$ cat src/hdl/servo_pkg.sv
// Package for the servo pulse generator: timing constants, widths and carrier structs.
// Assumes a 25 MHz system clock; every cycle count below derives from that rate.
package servo_pkg;

  // System clock rate
  localparam int unsigned CLK_HZ = 25_000_000;

  // Frame interval in microseconds, and its length in clock cycles
  localparam int unsigned FRAME_US = 20_000;
  localparam int unsigned FRAME_CYC = FRAME_US * (CLK_HZ / 1_000_000);

  // Width granularity: 0.005 ms = 5 us per step; cycles per step
  localparam int unsigned STEP_US = 5;
  localparam int unsigned STEP_CYC = STEP_US * (CLK_HZ / 1_000_000);

  // Width code in steps; a whole frame is 4000 steps, so 12 bits suffice
  localparam int unsigned WIDTH_W = 12;
  localparam int unsigned FRAME_STEPS = FRAME_US / STEP_US;

  // Counter widths; the step counter must hold STEP_CYC - 1
  localparam int unsigned STEP_CNT_W = 7;
  localparam int unsigned FRAME_CNT_W = 12;

  // Output counts of the two controllers
  localparam int unsigned CTRL1_OUTS = 3;
  localparam int unsigned CTRL2_OUTS = 2;

  // Sized constants for the logic
  localparam logic [STEP_CNT_W-1:0] STEP_LAST = STEP_CNT_W'(STEP_CYC - 1);
  localparam logic [FRAME_CNT_W-1:0] FRAME_LAST = FRAME_CNT_W'(FRAME_STEPS - 1);
  localparam logic [STEP_CNT_W-1:0] STEP_ZERO = 7'h00;
  localparam logic [FRAME_CNT_W-1:0] FRAME_ZERO = 12'h000;

  // Per-output configuration from the command side
  typedef struct packed {
    logic enable;
    logic [WIDTH_W-1:0] width;
  } chan_cfg_s;

  // Controller run state
  typedef enum logic [0:0] {
    ST_IDLE,
    ST_RUN
  } run_e;

endpackage

$ cat src/hdl/servo_pulse_generator.sv
// Servo pulse generator: two controllers, three and two outputs, 20 ms frames.
// Assumes the command inputs are synchronous to i_sys_clk and held until applied.
//
// Function
// - Enabled outputs give one pulse per 20 ms frame, continuously.
// - Two controllers: first drives three outputs, second drives two.
// - Every output has its own programmable pulse width.
// - Width steps are five microseconds each.
// - Unused outputs release their pin for general purpose I/O.
// - Pulses continue alone until new widths or a stop arrive.
// - A stop request halts pulses on that controller's outputs.
// - Each controller's pins are shared with general PWM use.
`timescale 1ns/1ns

module servo_pulse_generator #(
  parameter int unsigned N1 = servo_pkg::CTRL1_OUTS,
  parameter int unsigned N2 = servo_pkg::CTRL2_OUTS,
  // Timebase: cycles per width step (at most 128) and steps per frame (at most 4096)
  parameter int unsigned STEP_CYC = servo_pkg::STEP_CYC,
  parameter int unsigned FRAME_STEPS = servo_pkg::FRAME_STEPS
) (
  input wire logic i_sys_clk,
  input wire logic i_rst_n,
  // Controller 1 command: load strobe, per-output config, stop strobe
  input wire logic i_c1_load,
  input wire servo_pkg::chan_cfg_s [N1-1:0] i_c1_cfg,
  input wire logic i_c1_stop,
  // Controller 2 command
  input wire logic i_c2_load,
  input wire servo_pkg::chan_cfg_s [N2-1:0] i_c2_cfg,
  input wire logic i_c2_stop,
  // General PWM levels sharing the same pins
  input wire logic [N1-1:0] i_c1_pwm,
  input wire logic [N1-1:0] i_c1_pwm_en,
  input wire logic [N2-1:0] i_c2_pwm,
  input wire logic [N2-1:0] i_c2_pwm_en,
  // Pin drive: level and enable per output
  output logic [N1-1:0] o_ctrl1_out,
  output logic [N1-1:0] o_ctrl1_oe,
  output logic [N2-1:0] o_ctrl2_out,
  output logic [N2-1:0] o_ctrl2_oe,
  // Controller running flags
  output logic o_c1_busy,
  output logic o_c2_busy
);

  // Whole module state in one struct
  typedef struct packed {
    logic [servo_pkg::STEP_CNT_W-1:0] step_cnt;
    logic [servo_pkg::FRAME_CNT_W-1:0] frame_cnt;
    servo_pkg::run_e run1;
    servo_pkg::run_e run2;
    servo_pkg::chan_cfg_s [N1-1:0] pend1;
    servo_pkg::chan_cfg_s [N2-1:0] pend2;
    servo_pkg::chan_cfg_s [N1-1:0] act1;
    servo_pkg::chan_cfg_s [N2-1:0] act2;
    logic [N1-1:0] pulse1;
    logic [N2-1:0] pulse2;
  } state_s;

  state_s st_q;
  state_s st_d;

  // Timebase end points; a short frame keeps simulation runs practical
  localparam logic [servo_pkg::STEP_CNT_W-1:0] STEP_LAST_CNT = servo_pkg::STEP_CNT_W'(STEP_CYC - 1);
  localparam logic [servo_pkg::FRAME_CNT_W-1:0] FRAME_LAST_POS = servo_pkg::FRAME_CNT_W'(FRAME_STEPS - 1);

  // High while the frame position is inside the configured width
  function automatic logic in_pulse(input servo_pkg::chan_cfg_s c,
                                    input logic [servo_pkg::FRAME_CNT_W-1:0] pos);
    in_pulse = c.enable && (pos < c.width);
  endfunction

  logic step_end;
  logic frame_end;
  logic [servo_pkg::FRAME_CNT_W-1:0] next_pos;

  // Shared timebase: 5 us steps within a 20 ms frame; both controllers use it
  always_comb
  begin
    step_end = (st_q.step_cnt == STEP_LAST_CNT);
    frame_end = step_end && (st_q.frame_cnt == FRAME_LAST_POS);
    next_pos = st_q.frame_cnt;
    st_d = st_q;
    st_d.step_cnt = step_end ? servo_pkg::STEP_ZERO : st_q.step_cnt + 7'h01;
    if (step_end)
    begin
      next_pos = frame_end ? servo_pkg::FRAME_ZERO : st_q.frame_cnt + 12'h001;
    end
    st_d.frame_cnt = next_pos;
    // Loads are staged; a stop cancels the run at once, wins over a load
    if (i_c1_load)
    begin
      st_d.pend1 = i_c1_cfg;
      st_d.run1 = servo_pkg::ST_RUN;
    end
    if (i_c1_stop)
    begin
      st_d.run1 = servo_pkg::ST_IDLE;
    end
    if (i_c2_load)
    begin
      st_d.pend2 = i_c2_cfg;
      st_d.run2 = servo_pkg::ST_RUN;
    end
    if (i_c2_stop)
    begin
      st_d.run2 = servo_pkg::ST_IDLE;
    end
    // New widths land only on the frame boundary to avoid runt pulses
    if (frame_end)
    begin
      st_d.act1 = st_d.pend1;
      st_d.act2 = st_d.pend2;
    end
    // Pulse levels registered, computed from the next frame position
    for (int i = 0; i < N1; i++)
    begin
      st_d.pulse1[i] = (st_d.run1 == servo_pkg::ST_RUN) && in_pulse(st_d.act1[i], next_pos);
    end
    for (int i = 0; i < N2; i++)
    begin
      st_d.pulse2[i] = (st_d.run2 == servo_pkg::ST_RUN) && in_pulse(st_d.act2[i], next_pos);
    end
  end

  // Synchronous active-low reset
  always_ff @(posedge i_sys_clk)
  begin
    if (!i_rst_n)
    begin
      st_q <= '0;
    end
    else
    begin
      st_q <= st_d;
    end
  end

  // Pin sharing: running servo owns all its pins and releases disabled ones; idle controller passes general PWM, else released
  always_comb
  begin
    for (int i = 0; i < N1; i++)
    begin
      if (st_q.run1 == servo_pkg::ST_RUN)
      begin
        o_ctrl1_oe[i] = st_q.act1[i].enable;
        o_ctrl1_out[i] = st_q.pulse1[i];
      end
      else
      begin
        o_ctrl1_oe[i] = i_c1_pwm_en[i];
        o_ctrl1_out[i] = i_c1_pwm[i] & i_c1_pwm_en[i];
      end
    end
    for (int i = 0; i < N2; i++)
    begin
      if (st_q.run2 == servo_pkg::ST_RUN)
      begin
        o_ctrl2_oe[i] = st_q.act2[i].enable;
        o_ctrl2_out[i] = st_q.pulse2[i];
      end
      else
      begin
        o_ctrl2_oe[i] = i_c2_pwm_en[i];
        o_ctrl2_out[i] = i_c2_pwm[i] & i_c2_pwm_en[i];
      end
    end
  end

  assign o_c1_busy = (st_q.run1 == servo_pkg::ST_RUN);
  assign o_c2_busy = (st_q.run2 == servo_pkg::ST_RUN);
endmodule

$ cat config.mk
export PLATFORM = sky130hd
export DESIGN_NAME = servo_pulse_generator
export DESIGN_NICKNAME = d
export VERILOG_FILES = /design/src/hdl/servo_pkg.sv /design/src/hdl/servo_pulse_generator.sv
export SDC_FILE = /design/constraint.sdc
export NUM_CORES = 1
export LEC_CHECK = 0
export ABC_AREA = 1
export BUFFER_PORTS_ARGS = -buffer_cell sky130_fd_sc_hd__buf_2
export CAP_MARGIN = 20
export CORE_MARGIN = 2
export CORE_UTILIZATION = 58
export DETAILED_ROUTE_END_ITERATION = 8
export GPL_TIMING_DRIVEN = 0
export HOLD_SLACK_MARGIN = 0.08
export PLACE_DENSITY = 0.82
export SLEW_MARGIN = 40
export SYNTH_ARGS = -nofsm -noshare
export SYNTH_HDL_FRONTEND = slang
export SYNTH_SLANG_ARGS = --single-unit
$ cat constraint.sdc
create_clock -name i_sys_clk -period 3 [get_ports i_sys_clk]
set_input_delay 0.3 -clock i_sys_clk [delete_from_list [all_inputs] [get_ports i_sys_clk]]
set_output_delay 0.3 -clock i_sys_clk [all_outputs]
set_load 0.1 [all_outputs]
==> metrics.csv <==
stage,metric,value,unit
timing,Period minus WS final,2.91,ns
logic_synthesis,synth warn,0,
die,Die Span Y,116,um
die,Core ar.,12500,um^2
grt,first-pass GRT wire length,29900,um
final_layout,design area,9000,um^2
critical_path,crit-path max FO,6,
clock_tree,H-tree depth,4,
power,clock share of power,0.462,
drt,vias,6618,
grt,initial antenna violation count,0,
final_layout,Area Growth Syn to Fin,22.6,%
timing,max-slew violation count,0,
clock_tree,clk sinks,156,
grt,largest net degree at the start of global routing,17,
power,internal power,3530,uW
power,combinational share of power,0.076,
critical_path,CP Launch Type,flop,
clock_tree,clock buffer depth,2,
worst_hold_path,Hold Crit Class,input port to flop,
power,Seq pwr share,0.462,
clock_tree,Num CTS Buffers,17,
final_layout,ratio of cells with drive above 1 in the final layout,0.220,
critical_path,max incr delay on CP,0.33,ns
final_layout,Antenna diodes,0,
status,run status,completed,
logic_synthesis,Avg Synthesized Cell Area,8.12,um^2
critical_path,Required @ worst endpoint,3.36,ns
placement,HPWL after DPL,13500,um
grt,vias in the first global route,6195,
placement,total placed instance area,8040,um^2
critical_path,Critical-path top delay cell,dfxtp_2,
timing,setup TNS,0,ns
grt,gr usage total,0.292,
drt,Routed Antenna Nets,0,
logic_synthesis,register area share after synthesis,0.426,
logic_synthesis,synth unique cells,40,
logic_synthesis,#FFs+latches synth,156,
clock_tree,Worst-Skew Late Latency,0.43,ns
die,row count,41,
placement,Port Buffers,91,
drt,Post-Route WL,19700,um
clock_tree,CTS tree,done,
timing,worst hold slack,0.126,ns
drt,DRT Pass-1 Iters,5,
timing,Clock Skew,0.00610,ns
power,Worst VDD drop,0.397,mV
logic_synthesis,"EDFF count, synth",0,
die,DIE WIDTH,116,um
grt,total gr overflow,0,
logic_synthesis,Synthesized Nets,1043,
drt,via/cell ratio,5.42,
timing,Final setup violation count,0,
logic_synthesis,Syn Inst Count,904,
logic_synthesis,Mapped Area,7340,um^2
power,NetSw,1110,uW
power,leakage,0.00408,uW
job,# Max-Cap Violations,0,
critical_path,Setup crit end kind,flop,
logic_synthesis,ys async rst share,0,
power,Power Dens Cells,516,nW/um^2
timing,Tightest Pin Transition,0.782,ns
power,Net Sw Frac,0.240,
logic_synthesis,ys flop type,dfxtp_1,
power,total power,4640,uW
clock_tree,"CTS clk-pin slew, worst paths",0.06,ns
drt,Remaining DRCs,0,
die,Initial Util,0.589,
critical_path,CP cell instances,inv_1 -> ha_4 -> nand3_2 -> nor2_4 -> buf_8 -> nand2_4 -> inv_4 -> nand3_4 -> nor2_4 -> nand3_1 -> nand3b_1 -> inv_4 -> buf_12 -> ha_1 -> a21oi_2 -> nor2_1 -> nor3_1 -> nand3b_1 -> a21oi_2,
drt,initial detailed-routing violation count,542,
drt,Avg WL per Cell,16.1,um
placement,RD Place Congestion,0.944,
die,I/O pins,93,
die,Die Area,13600,um^2
critical_path,CP Class,flop to flop,
clock_tree,Hold Buf Count CTS,0,
timing,final hold viol count,0,
final_layout,NumNets Final,1175,
timing,Slew headroom,0.478,
critical_path,"Data arrival, critical path",3.27,ns
clock_tree,Root Buffer,clkbuf_16,
timing,fmax,344,MHz
timing,crit share post-route,0.970,
## critical path: cells and delay by family (launching register included)
kind / cells / cell delay, ns
fa+ha+maj: 2 / 0.43
compound gates: 2 / 0.26
simple gates: 10 / 1.29
flops: 1 / 0.33
buf+inv: 5 / 0.53
## layout make-up
type                       instances  area, um^2
buffer                            36         209
sequential                       156        3130
clock inverter                    10         115
tap                              172         215
inverter                          62         243
timing repair buffer             114         644
clock buffer                      21         470
multi-input combinational        649        3980
fill                             952        3470
## cell usage in the layout (no fill, tap or decap), types with 4 or more instances in the layout
| cell | instances |
|---|---|
| o21ai_2 | 21 |
| mux2i_1 | 60 |
| nor3_1 | 12 |
| clkbuf_1 | 17 |
| a21oi_2 | 4 |
| ha_1 | 53 |
| nand4_1 | 14 |
| ha_4 | 5 |
| nand3_1 | 18 |
| nor4_1 | 7 |
| nor2_4 | 6 |
| buf_2 | 102 |
| a21oi_1 | 38 |
| nor2_1 | 160 |
| nand2_1 | 172 |
| inv_1 | 53 |
| nand3_2 | 5 |
| o21ai_0 | 42 |
| inv_2 | 5 |
| nor3_4 | 5 |
| dfxtp_1 | 154 |
| buf_4 | 25 |
| clkbuf_16 | 17 |
## cell usage after synthesis (all sizes together) (2+ instances only)
library cell | count | share of area
nor2 | 168 | 0.090
nor4 | 7 | 0.0060
dfxtp | 156 | 0.43
nand3b | 3 | 0.0031
o21ai | 65 | 0.055
nand3 | 26 | 0.023
o2111ai | 2 | 0.0024
inv | 60 | 0.031
a21oi | 42 | 0.029
a211oi | 2 | 0.0020
clkbuf | 16 | 0.0082
nand2 | 173 | 0.089
nor3b | 2 | 0.0020
clkinv | 2 | 0.0012
ha | 58 | 0.099
buf | 21 | 0.018
nor3 | 20 | 0.016
mux2i | 60 | 0.082
nand4 | 14 | 0.012
## routing by layer
layer | vias up | wire (um) | track usage
met2 | 274 | 9320 | 0.487
met1 | 3020 | 8160 | 0.360
li1 | 3261 | - | -
met3 | 63 | 1450 | 0.0649
met5 | - | 0 | 0
met4 | 0 | 759 | 0.137
## kinds of logic (layout without fill, tap and decap cells)
kind of cell | count (synthesis) | after routing | synth area share
compound gates | 115 | 115 | 0.0915
buf+inv | 99 | 243 | 0.0585
simple gates | 415 | 415 | 0.243
flops | 156 | 156 | 0.426
mux | 60 | 60 | 0.0818
fa+ha+maj | 58 | 58 | 0.0989
xor+xnor | 1 | 1 | 0.00119
## power by group through the flow
stage / logic, uW / registers (uW) / clock network (uW)
after CTS: 346 / 2150 / 2140
final: 353 / 2150 / 2140
after global placement: 339 / 2190 / 0
after detailed placement: 345 / 2190 / 0
after floorplan: 219 / 2200 / 0
after global routing: 381 / 2150 / 2230
## stage by stage
| step | std cells | worst slack [ns] | util |
|---|---|---|---|
| after global routing | 1220 | -0.0724 | 0.722 |
| after detailed placement | 1167 | -0.240 | 0.645 |
| final | 1220 | 0.0902 | 0.722 |
| after global placement | 1167 | -0.626 | 0.643 |
| after CTS | 1204 | 0.00276 | 0.697 |
| after floorplan | 904 | 0.431 | - |
## sequential cells by signal, summed over array words and instances, names as in the netlist
| signal | cells |
|---|---|
| o_c1_busy | 1 |
| o_c2_busy | 1 |
| st_q | 154 |
## final timing paths
kind | startpoint | endpoint | slack [ns] | cells past startpoint
max | st_q[149] | st_q[0] | 0.09 | 19
min reg2reg | st_q[149] | st_q[149] | 0.42 | 1
min | i_c1_cfg[25] | st_q[121] | 0.13 | 3
max reg2reg | st_q[149] | st_q[0] | 0.09 | 19
## what timing repair did
item,4_1_cts,5_1_grt
buffers inserted,6,17
pin swaps,3,17
gates resized for setup,7,37
endpoints found under the setup margin,5,5
Power figures use the tool's default switching activity.
